[src/verilog/ats_pkg.sv]
// shared constants and types of the transfer switch supervisor
// assumes one 40 MHz clock; all long timing is counted in quarter-second ticks
package ats_pkg;

    // ------------------------------------------------------------
    // time base
    // ------------------------------------------------------------
    localparam int unsigned CLOCK_HZ        = 40_000_000;
    localparam int unsigned TICK_MS         = 250;
    localparam int unsigned TICK_CYCLES     = CLOCK_HZ / 1000 * TICK_MS;

    // ------------------------------------------------------------
    // delays, in milliseconds, and their tick counts
    // ------------------------------------------------------------
    localparam int unsigned ACQUIRE_MS      = 78_000;
    localparam int unsigned RETRANSFER_MS   = 360_000;
    localparam int unsigned COOLDOWN_MS     = 300_000;
    localparam int unsigned ATTEMPT_MS      = 1_000;
    localparam int unsigned FAULT_HOLD_MS   = 3_000;
    localparam int unsigned CTRL_HOLD_MS    = 6_000;
    localparam int unsigned ACK_MS          = 1_000;
    localparam int unsigned ACQUIRE_TICKS   = ACQUIRE_MS / TICK_MS;
    localparam int unsigned RETRANS_TICKS   = RETRANSFER_MS / TICK_MS;
    localparam int unsigned COOLDOWN_TICKS  = COOLDOWN_MS / TICK_MS;
    localparam int unsigned ATTEMPT_TICKS   = ATTEMPT_MS / TICK_MS;
    localparam int unsigned FAULT_HOLD_TICKS = FAULT_HOLD_MS / TICK_MS;
    localparam int unsigned CTRL_HOLD_TICKS = CTRL_HOLD_MS / TICK_MS;
    localparam int unsigned ACK_TICKS       = ACK_MS / TICK_MS;
    localparam int unsigned TIMER_W         = 12;
    localparam int unsigned HOLD_W          = 5;

    // ------------------------------------------------------------
    // flash frames, in ticks
    // ------------------------------------------------------------
    localparam logic [5:0]  FRAME_TICKS     = 6'h28;
    localparam logic [5:0]  SLOW_PERIOD     = 6'h08;
    localparam logic [5:0]  SLOW_ON         = 6'h04;
    localparam logic [5:0]  EXER_PERIOD     = 6'h0a;
    localparam logic [5:0]  EXER_ON         = 6'h02;

    // ------------------------------------------------------------
    // sensing thresholds, percent of nominal; transfer attempt count
    // ------------------------------------------------------------
    localparam logic [7:0]  UV_DROPOUT      = 8'h50;
    localparam logic [7:0]  UV_PICKUP       = 8'h55;
    localparam logic [7:0]  UF_DROPOUT      = 8'h5a;
    localparam logic [7:0]  UF_PICKUP       = 8'h60;
    localparam logic [1:0]  XFER_TRIES      = 2'h3;

    // ------------------------------------------------------------
    // types
    // ------------------------------------------------------------
    typedef struct packed {
        logic util_avail;
        logic util_pos;
        logic gen_avail;
        logic gen_pos;
    } led_t;

    typedef struct packed {
        logic test_loaded;
        logic test_unloaded;
        logic exer_loaded;
        logic exer_unloaded;
    } run_mode_t;

    typedef struct packed {
        logic [7:0] util_volt;
        logic [7:0] gen_volt;
        logic [7:0] gen_freq;
    } sense_t;

    typedef enum logic [5:0] {
        S_IDLE   = 6'h01,
        S_START  = 6'h02,
        S_XFER_E = 6'h04,
        S_EMER   = 6'h08,
        S_XFER_N = 6'h10,
        S_COOL   = 6'h20
    } state_t;

endpackage

[src/verilog/tick_timer.sv]
// tick-driven elapsed timer, cleared whenever run drops
// assumes tick is a one-cycle pulse from the same clock
module tick_timer #(
    parameter int unsigned W = 12
) (
    // clock and reset
    input  wire logic         clock,
    input  wire logic         rst_n,
    // control
    input  wire logic         run,
    input  wire logic         tick,
    input  wire logic [W-1:0] limit,
    // status
    output logic              done
);

    logic [W-1:0] count_q;
    logic [W-1:0] count_d;
    wire          reached = (count_q >= limit);

    assign count_d = !run ? '0 : (tick && !reached) ? count_q + 1'b1 : count_q;
    assign done    = run && reached;

    always_ff @(posedge clock or negedge rst_n)
    begin
        if (!rst_n)
            count_q <= '0;
        else
            count_q <= count_d;
    end

endmodule

[src/verilog/ats_supervisor.sv]
// transfer switch supervisor: sensing, transfer sequencing, faults, leds
// assumes pin inputs are asynchronous and sense words come from clocked logic
//
// Function
// - steady leds show availability and position
// - loaded test flashes gen leds 1s/1s
// - unloaded test flashes gen available 1s/1s
// - loaded exercise flashes gen leds 0.5s/2s
// - unloaded exercise flashes gen available 0.5s/2s
// - acquire fault flashes gen available twice/second
// - transfer fault flashes a position led fast
// - aux fault alternates both position leds fast
// - 78s without generator raises acquire fault
// - commanded transfer not confirmed means failure
// - three attempts before transfer failure fault
// - transfer or aux fault in normal position: cooldown then stop
// - uncommanded position change raises aux fault
// - ambiguous aux switches raise aux fault
// - 3s two-button hold clears faults, flashes
// - warnings clear on availability change, transfer
// - common fault follows acquire, transfer and aux faults
// - 6s hold restores power-up state, clears exercise
// - both buttons silence horn with accessory board
// - transfer below 80%, retransfer after 6min
// - generator-only underfrequency at 90%/96%
// - own exercise overrides generator controller exercise
module ats_supervisor #(
    parameter int unsigned TICK_CYCLES = ats_pkg::TICK_CYCLES
) (
    // clock and reset
    input  wire logic              clock,
    input  wire logic              rst_n,
    // operator panel pins
    input  wire logic              test_button,
    input  wire logic              exercise_button,
    input  wire logic              accessory_fitted,
    // contactor position pins
    input  wire logic              aux_normal_closed,
    input  wire logic              aux_emer_closed,
    // source sensing and run requests, same clock
    input  ats_pkg::sense_t        sense,
    input  ats_pkg::run_mode_t     run_mode,
    input  wire logic              gen_exercise_req,
    // outputs
    output ats_pkg::led_t          leds,
    output logic                   engine_start,
    output logic                   xfer_to_emer,
    output logic                   xfer_to_norm,
    output logic                   common_fault,
    output logic                   alarm_horn,
    output logic                   gen_exercise_allow,
    output logic                   exercise_clear
);

    // ------------------------------------------------------------
    // pin synchronisers
    // ------------------------------------------------------------
    logic [4:0] meta_q;
    logic [4:0] pin_q;
    logic [2:0] settle_q;

    always_ff @(posedge clock or negedge rst_n)
    begin
        if (!rst_n)
        begin
            meta_q   <= '0;
            pin_q    <= '0;
            settle_q <= '0;
        end
        else
        begin
            meta_q <= {accessory_fitted, aux_emer_closed, aux_normal_closed, exercise_button, test_button};
            pin_q    <= meta_q;
            settle_q <= {settle_q[1:0], 1'b1};
        end
    end

    wire both_pressed = pin_q[0] && pin_q[1];
    wire aux_n        = pin_q[2];
    wire aux_e        = pin_q[3];
    wire acc_fitted   = pin_q[4];
    wire pos_norm     = aux_n && !aux_e;
    wire pos_emer     = aux_e && !aux_n;
    wire pos_bad      = aux_n == aux_e;

    // ------------------------------------------------------------
    // tick and flash phase
    // ------------------------------------------------------------
    logic [31:0] pre_q;
    logic [5:0]  phase_q;
    wire         tick = (pre_q == 32'(TICK_CYCLES - 1));

    always_ff @(posedge clock or negedge rst_n)
    begin
        if (!rst_n)
        begin
            pre_q   <= '0;
            phase_q <= '0;
        end
        else
        begin
            pre_q <= tick ? '0 : pre_q + 32'h1;
            if (tick)
                phase_q <= (phase_q == ats_pkg::FRAME_TICKS - 6'h01) ? '0 : phase_q + 6'h01;
        end
    end

    // the frame is a common multiple of both periods, so wrap is seamless
    wire flash_slow = (phase_q % ats_pkg::SLOW_PERIOD) < ats_pkg::SLOW_ON;
    wire flash_exer = (phase_q % ats_pkg::EXER_PERIOD) < ats_pkg::EXER_ON;
    wire flash_fast = !phase_q[0];

    // ------------------------------------------------------------
    // source sensing with hysteresis
    // ------------------------------------------------------------
    logic util_low_q;
    logic gen_v_ok_q;
    logic gen_f_ok_q;
    logic gen_ok_prev_q;
    logic util_low_prev_q;

    wire  gen_avail    = gen_v_ok_q && gen_f_ok_q;
    wire  avail_change = (gen_avail != gen_ok_prev_q) || (util_low_q != util_low_prev_q);

    // ------------------------------------------------------------
    // two-button hold
    // ------------------------------------------------------------
    logic [ats_pkg::HOLD_W-1:0] hold_q;
    logic                       both_prev_q;
    wire                        hold_step  = tick && both_pressed && hold_q != ats_pkg::HOLD_W'(ats_pkg::CTRL_HOLD_TICKS);
    wire                        fault_rst  = hold_step && hold_q == ats_pkg::HOLD_W'(ats_pkg::FAULT_HOLD_TICKS - 1);
    wire                        soft_rst   = hold_step && hold_q == ats_pkg::HOLD_W'(ats_pkg::CTRL_HOLD_TICKS - 1);
    wire                        press_edge = both_pressed && !both_prev_q;

    // ------------------------------------------------------------
    // sequencing state
    // ------------------------------------------------------------
    ats_pkg::state_t state_q;
    ats_pkg::state_t state_d;
    logic [1:0]      tries_q;
    logic            outage_q;
    logic            acq_q;
    logic            ftt_q;
    logic            aux_q;
    logic            silence_q;
    logic            ack_q;
    logic            pos_prev_n_q;
    logic            pos_prev_e_q;

    wire loaded     = run_mode.test_loaded || run_mode.exer_loaded;
    wire need_emer  = util_low_q || loaded;
    wire run_req    = need_emer || run_mode.test_unloaded || run_mode.exer_unloaded;
    wire lockout    = ftt_q || aux_q;
    wire in_xfer    = state_q == ats_pkg::S_XFER_E || state_q == ats_pkg::S_XFER_N;
    wire pos_moved  = !pos_bad && (aux_n != pos_prev_n_q || aux_e != pos_prev_e_q);
    // reset zeros in the sync and last-position flops would read as a false aux fault
    wire aux_event  = settle_q[2] && (pos_bad || (pos_moved && !in_xfer));
    wire any_fault  = acq_q || ftt_q || aux_q;

    // ------------------------------------------------------------
    // timers
    // ------------------------------------------------------------
    logic acq_done;
    logic att_done;
    logic ret_done;
    logic cool_done;
    logic ack_done;

    tick_timer #(.W(ats_pkg::TIMER_W)) u_acquire (
        .clock (clock), .rst_n (rst_n), .tick (tick),
        .run   (state_q == ats_pkg::S_START && !gen_avail),
        .limit (ats_pkg::TIMER_W'(ats_pkg::ACQUIRE_TICKS)),
        .done  (acq_done)
    );

    // attempt timer drops for one cycle after expiry to start the next try
    logic att_gap_q;
    tick_timer #(.W(ats_pkg::TIMER_W)) u_attempt (
        .clock (clock), .rst_n (rst_n), .tick (tick),
        .run   (in_xfer && !att_gap_q),
        .limit (ats_pkg::TIMER_W'(ats_pkg::ATTEMPT_TICKS)),
        .done  (att_done)
    );

    tick_timer #(.W(ats_pkg::TIMER_W)) u_retransfer (
        .clock (clock), .rst_n (rst_n), .tick (tick),
        .run   (state_q == ats_pkg::S_EMER && !util_low_q),
        .limit (ats_pkg::TIMER_W'(ats_pkg::RETRANS_TICKS)),
        .done  (ret_done)
    );

    tick_timer #(.W(ats_pkg::TIMER_W)) u_cooldown (
        .clock (clock), .rst_n (rst_n), .tick (tick),
        .run   (state_q == ats_pkg::S_COOL),
        .limit (ats_pkg::TIMER_W'(ats_pkg::COOLDOWN_TICKS)),
        .done  (cool_done)
    );

    tick_timer #(.W(ats_pkg::TIMER_W)) u_ack (
        .clock (clock), .rst_n (rst_n), .tick (tick),
        .run   (ack_q),
        .limit (ats_pkg::TIMER_W'(ats_pkg::ACK_TICKS)),
        .done  (ack_done)
    );

    wire last_try  = att_done && tries_q == ats_pkg::XFER_TRIES - 2'h1;
    wire ftt_event = last_try && in_xfer;
    wire leave_emer = !ftt_q && (!gen_avail || (!need_emer && (ret_done || !outage_q)));

    // ------------------------------------------------------------
    // next state
    // ------------------------------------------------------------
    always_comb
    begin
        state_d = state_q;
        unique case (state_q)
            ats_pkg::S_IDLE:
                if (run_req && !lockout)
                    state_d = ats_pkg::S_START;
            ats_pkg::S_START:
                if (aux_q && pos_norm)
                    state_d = ats_pkg::S_COOL;
                else if (!run_req)
                    state_d = ats_pkg::S_COOL;
                else if (gen_avail && need_emer && !lockout)
                    state_d = ats_pkg::S_XFER_E;
            ats_pkg::S_XFER_E:
                if (pos_emer)
                    state_d = ats_pkg::S_EMER;
                else if (ftt_event)
                    state_d = ats_pkg::S_COOL;
            ats_pkg::S_EMER:
                if (leave_emer)
                    state_d = ats_pkg::S_XFER_N;
            ats_pkg::S_XFER_N:
                if (pos_norm)
                    state_d = run_req ? ats_pkg::S_START : ats_pkg::S_COOL;
                else if (ftt_event)
                    state_d = ats_pkg::S_EMER;
            ats_pkg::S_COOL:
                if (cool_done)
                    state_d = ats_pkg::S_IDLE;
                else if (run_req && !lockout)
                    state_d = ats_pkg::S_START;
            default:
                state_d = ats_pkg::S_IDLE;
        endcase
    end

    // ------------------------------------------------------------
    // sequencing registers; a long hold acts as a power-up restart
    // ------------------------------------------------------------
    always_ff @(posedge clock or negedge rst_n)
    begin
        if (!rst_n)
        begin
            state_q  <= ats_pkg::S_IDLE;
            tries_q  <= '0;
            outage_q <= 1'b0;
            att_gap_q <= 1'b0;
        end
        else if (soft_rst)
        begin
            state_q  <= ats_pkg::S_IDLE;
            tries_q  <= '0;
            outage_q <= 1'b0;
            att_gap_q <= 1'b0;
        end
        else
        begin
            state_q   <= state_d;
            att_gap_q <= att_done;
            if (!in_xfer || state_d != state_q)
                tries_q <= '0;
            else if (att_done)
                tries_q <= tries_q + 2'h1;
            if (state_q == ats_pkg::S_IDLE)
                outage_q <= util_low_q;
        end
    end

    // ------------------------------------------------------------
    // sensing, fault and indication registers
    // ------------------------------------------------------------
    always_ff @(posedge clock or negedge rst_n)
    begin
        if (!rst_n)
        begin
            util_low_q      <= 1'b0;
            gen_v_ok_q      <= 1'b0;
            gen_f_ok_q      <= 1'b0;
            gen_ok_prev_q   <= 1'b0;
            util_low_prev_q <= 1'b0;
            acq_q           <= 1'b0;
            ftt_q           <= 1'b0;
            aux_q           <= 1'b0;
            silence_q       <= 1'b0;
            ack_q           <= 1'b0;
            hold_q          <= '0;
            both_prev_q     <= 1'b0;
            pos_prev_n_q    <= 1'b0;
            pos_prev_e_q    <= 1'b0;
        end
        else
        begin
            if (sense.util_volt < ats_pkg::UV_DROPOUT)
                util_low_q <= 1'b1;
            else if (sense.util_volt >= ats_pkg::UV_PICKUP)
                util_low_q <= 1'b0;
            if (sense.gen_volt < ats_pkg::UV_DROPOUT)
                gen_v_ok_q <= 1'b0;
            else if (sense.gen_volt >= ats_pkg::UV_PICKUP)
                gen_v_ok_q <= 1'b1;
            // frequency is watched on the generator only
            if (sense.gen_freq < ats_pkg::UF_DROPOUT)
                gen_f_ok_q <= 1'b0;
            else if (sense.gen_freq >= ats_pkg::UF_PICKUP)
                gen_f_ok_q <= 1'b1;
            gen_ok_prev_q   <= gen_avail;
            util_low_prev_q <= util_low_q;
            pos_prev_n_q    <= aux_n;
            pos_prev_e_q    <= aux_e;
            both_prev_q     <= both_pressed;
            hold_q <= !both_pressed ? '0 : hold_step ? hold_q + 1'b1 : hold_q;

            // each fault: setting event beats any clear in the same cycle
            if (acq_done)
                acq_q <= 1'b1;
            else if (gen_avail || fault_rst || soft_rst)
                acq_q <= 1'b0;
            if (ftt_event)
                ftt_q <= 1'b1;
            else if (avail_change || state_d != state_q && (state_d == ats_pkg::S_XFER_E
                     || state_d == ats_pkg::S_XFER_N) || fault_rst || soft_rst)
                ftt_q <= 1'b0;
            if (aux_event)
                aux_q <= 1'b1;
            else if (fault_rst || soft_rst)
                aux_q <= 1'b0;

            // silence lasts until a fresh fault appears
            if (press_edge && acc_fitted)
                silence_q <= 1'b1;
            else if ((acq_done && !acq_q) || (ftt_event && !ftt_q) || (aux_event && !aux_q))
                silence_q <= 1'b0;

            if (fault_rst || soft_rst)
                ack_q <= 1'b1;
            else if (ack_done)
                ack_q <= 1'b0;
        end
    end

    // ------------------------------------------------------------
    // led selection, acknowledge flash first, then faults
    // ------------------------------------------------------------
    ats_pkg::led_t led_d;
    wire exer_on = run_mode.exer_loaded || run_mode.exer_unloaded;
    wire test_on = run_mode.test_loaded || run_mode.test_unloaded;

    assign led_d.util_avail = ack_q ? flash_fast : !util_low_q;
    assign led_d.util_pos   = ack_q ? flash_fast
                            : aux_q ? !flash_fast
                            : (ftt_q && pos_norm) ? flash_fast
                            : pos_norm;
    assign led_d.gen_avail  = ack_q ? flash_fast
                            : acq_q ? flash_fast
                            : test_on ? flash_slow
                            : exer_on ? flash_exer
                            : gen_avail;
    assign led_d.gen_pos    = ack_q ? flash_fast
                            : aux_q ? flash_fast
                            : (ftt_q && !pos_norm) ? flash_fast
                            : run_mode.test_loaded ? flash_slow
                            : run_mode.exer_loaded ? flash_exer
                            : pos_emer;

    // ------------------------------------------------------------
    // registered outputs
    // ------------------------------------------------------------
    always_ff @(posedge clock or negedge rst_n)
    begin
        if (!rst_n)
        begin
            leds               <= '0;
            engine_start       <= 1'b0;
            xfer_to_emer       <= 1'b0;
            xfer_to_norm       <= 1'b0;
            common_fault       <= 1'b0;
            alarm_horn         <= 1'b0;
            gen_exercise_allow <= 1'b0;
            exercise_clear     <= 1'b0;
        end
        else
        begin
            leds               <= led_d;
            engine_start       <= state_d != ats_pkg::S_IDLE;
            xfer_to_emer       <= state_d == ats_pkg::S_XFER_E && !att_done;
            xfer_to_norm       <= state_d == ats_pkg::S_XFER_N && !att_done;
            common_fault       <= any_fault;
            alarm_horn         <= acc_fitted && any_fault && !silence_q;
            gen_exercise_allow <= gen_exercise_req && !exer_on;
            exercise_clear     <= soft_rst;
        end
    end

endmodule

[config.mk]
export PLATFORM = sky130hd
export DESIGN_NAME = ats_supervisor
export DESIGN_NICKNAME = d
export VERILOG_FILES = /design/src/verilog/ats_pkg.sv /design/src/verilog/tick_timer.sv /design/src/verilog/ats_supervisor.sv
export SDC_FILE = /design/constraint.sdc
export NUM_CORES = 1
export LEC_CHECK = 0
export BUFFER_PORTS_ARGS = -buffer_cell sky130_fd_sc_hd__buf_2
export CAP_MARGIN = 5
export CORE_MARGIN = 5
export CORE_UTILIZATION = 46
export CTS_CLUSTER_SIZE = 10
export DETAILED_ROUTE_END_ITERATION = 12
export PLACE_DENSITY_LB_ADDON = 0.08
export SYNTH_ARGS = -nofsm -noshare
export SYNTH_HDL_FRONTEND = slang
export SYNTH_SLANG_ARGS = --single-unit
export TNS_END_PERCENT = 100
[constraint.sdc]
create_clock -name clock -period 5 [get_ports clock]
set_input_delay 0.5 -clock clock [delete_from_list [all_inputs] [get_ports clock]]
set_output_delay 0.5 -clock clock [all_outputs]
set_load 0.05 [all_outputs]
==> run summary <==
crit path max fanout: 13
row count: 45
Syn Inst Count: 711
cells taking the most area after synthesis: dfrtp_1 52%, xnor2_1 4.1%, ha_1 3.1%, nor2_1 2.9%, o21ai_0 2.6%
GR Overflow Total: 0
Syn-to-layout area delta: 14.3%
register area share after synthesis: 52.2%
EDFF count, synth: 0
post-synth top area cell: dfrtp_1
relative slew slack: 37.8%
fraction of layout cells with a size suffix above 1: 11.8%
FF/Latch Area: 3750 sq um
Vias/cell: 5.60
number of synthesized register bits: 150
die width: 135 um
top-count cell post-synth: dfrtp_1
PortBufs: 45
setup TNS: 0 ns
Nets: 808
Setup violations, final: 0
clk_skew: 0.00665 ns
synth unique cells: 63
Post-synth top cells: 149 x dfrtp_1, 56 x nor2_1, 47 x nand2_1
Clock Path Buffers: 2
Max VDD drop: 245 uV
final non-filler cell total: 975
actual slew at the worst max-slew pin: 0.933 ns
post-synth top area share: 51.9%
max-slew violations: 0
upper clock frequency limit: 0.316 GHz
PostCTS Resize Cnt: 0
mapped cell area: 7190 sq um
Antenna Nets Post-Route: 0
maxcap violations: 0
DP HPWL: 10,800 um
multi-input logic area: 3200 sq um
Ys Warns: 0
cts hold-fix bufs: 0
core area: 15,300 sq um
ys async rst share: 100%
GRT Util Overall: 17.8%
detailed-route via count: 5,456
RSZ-0062 raised after global routing: no
GRT busiest layer: met2
H-tree depth: 4
final hold violations: 0
Startpoint Class: flip-flop
clk sinks: 150
P per Cell Area: 334 nW/um^2
final WL: 15,700 um
Initial DRT Pass Iterations: 5
Worst EP required: 5.31 ns
CTS tree: yes
syn_nets: 765
worst skew pair latency: 0.42 ns
vias in the first global route: 5,278
status: complete, no violations
postcts setup bufs: 0
Syn Area/Cell: 10.1 sq um
met3 Resource Use GR: 3.76%
initial antenna violation count: 0
largest net degree at the start of global routing: 104
Final min period: 3.16 ns
DR WL/cell: 16.1 um
Critical Path AT: 3.47 ns
crit end category: flip-flop
Setup CP Type: reg -> reg
Die Ht: 135 um
Final period util: 63.2%
Final Power: 2740 uW
IO Pins: 47
# DRC: 0
M2 GR Usage: 28.7%
total CTS buffers: 17
Fillers: 1,366
clock root buffer master: clkbuf_16
1st-iter DRT viols: 326
global-route wire length before repair: 26,100 um
Starting Density: 47.1%
grt met1 use: 24.4%
GP Congestion: 0.866
Die ar.: 18,200 sq um
dpl cells: 946
Hold WC Path Type: in -> async
ys flop type: dfrtp_1
Reg clk slew, reported paths: 0.06 ns
Leakage: 0.00355 uW
diode count: 0
==> power by group <==
| part | internal [uW] | total, uW | switching [uW] |
|---|---|---|---|
| Clock | 886 | 1370 | 485 |
| Sequential | 1230 | 1250 | 17.2 |
| Combinational | 39.3 | 120 | 80.4 |
==> stage by stage <==
step	hold slack [ns]	utilization, %	worst slack, ns	cell area [sq um]
2_1_floorplan	0.204	-	2.93	7190
3_3_place_gp	0.336	49.8	1.92	7590
3_5_place_dp	0.335	49.8	1.85	7590
4_1_cts	0.167	53.8	1.79	8220
5_1_grt	0.169	53.8	1.62	8220
6_report	0.176	53.8	1.84	8220
==> critical path, cell delays in order (launching register included) <==
cell     delay, ns
dfrtp_1       0.44
nor4_2        0.36
nand4_1       0.65
nor3_2        0.89
buf_4         0.29
nand4_1       0.12
mux2_2        0.30
==> metal layers <==
layer,vias to the layer above,routed length (um)
met1,2689,7560
met4,0,181
met3,20,670
met5,-,0
met2,119,7270
li1,2628,-
==> placed cells by master, fill, tap and decap left out, types with 4 or more instances in the layout <==
cell,count
nor3_1,14
xnor2_1,34
nand3_1,37
nand4_1,18
mux2i_1,5
nor4_1,17
nor3b_1,8
buf_2,44
a31oi_1,5
or3_1,12
and2_1,28
bufinv_16,5
o21ai_0,38
a21oi_1,36
o211ai_1,6
dfrtp_1,149
clkbuf_16,17
o31ai_1,7
nand3b_1,8
nand2_1,47
o32ai_1,4
and3_1,19
or4_1,12
inv_1,32
and4_1,7
xor2_1,10
ha_1,18
nor2_1,56
nand2b_1,7
==> registers in the layout, indices dropped and copies added, names as in the netlist, 2 cells and up <==
signal,count
hold_q,5
phase_q,6
leds,4
pre_q,32
state_q,6
u_ack.count_q,12
tries_q,2
u_acquire.count_q,12
pin_q,5
settle_q,3
u_attempt.count_q,12
meta_q,5
u_cooldown.count_q,12
u_retransfer.count_q,12
==> cell type report <==
class,instances,area share [%]
well taps,211,3.21
clock inverters,10,2.19
clock buffers,19,5.39
inverters,33,1.51
repair buffers,47,3.00
flip-flops and latches,150,45.7
multi-input cells,505,39.0
==> final timing paths <==
path | from | to | slack, ns | cells after the start
worst min-delay path | rst_n | u_ack.count_q[8]$_DFFE_PN0P_ | 0.18 | 1
worst max register to register | pre_q[16]$_DFF_PN0_ | phase_q[3]$_DFFE_PN0N_ | 1.84 | 6
worst max-delay path | pre_q[16]$_DFF_PN0_ | phase_q[3]$_DFFE_PN0N_ | 1.84 | 6
min in group clock | test_button | meta_q[0]$_DFF_PN0_ | 0.18 | 1
max in group asynchronous | rst_n | meta_q[4]$_DFF_PN0_ | 3.67 | 2
worst min register to register | meta_q[0]$_DFF_PN0_ | pin_q[0]$_DFF_PN0_ | 0.35 | 0
==> kinds of logic (layout without fill, tap and decap cells) <==
| kind of cell | count (synthesis) | in the layout | synth area share, % |
|---|---|---|---|
| other cells | 1 | 1 | 0.0522 |
| buf+inv | 56 | 109 | 3.19 |
| compound gates | 124 | 124 | 10.7 |
| mux | 6 | 6 | 0.853 |
| flops | 150 | 150 | 52.2 |
| simple gates | 312 | 312 | 24.5 |
| fa+ha+maj | 18 | 18 | 3.13 |
| xor+xnor | 44 | 44 | 5.36 |
Note: power is estimated with default switching activity, not from simulation.
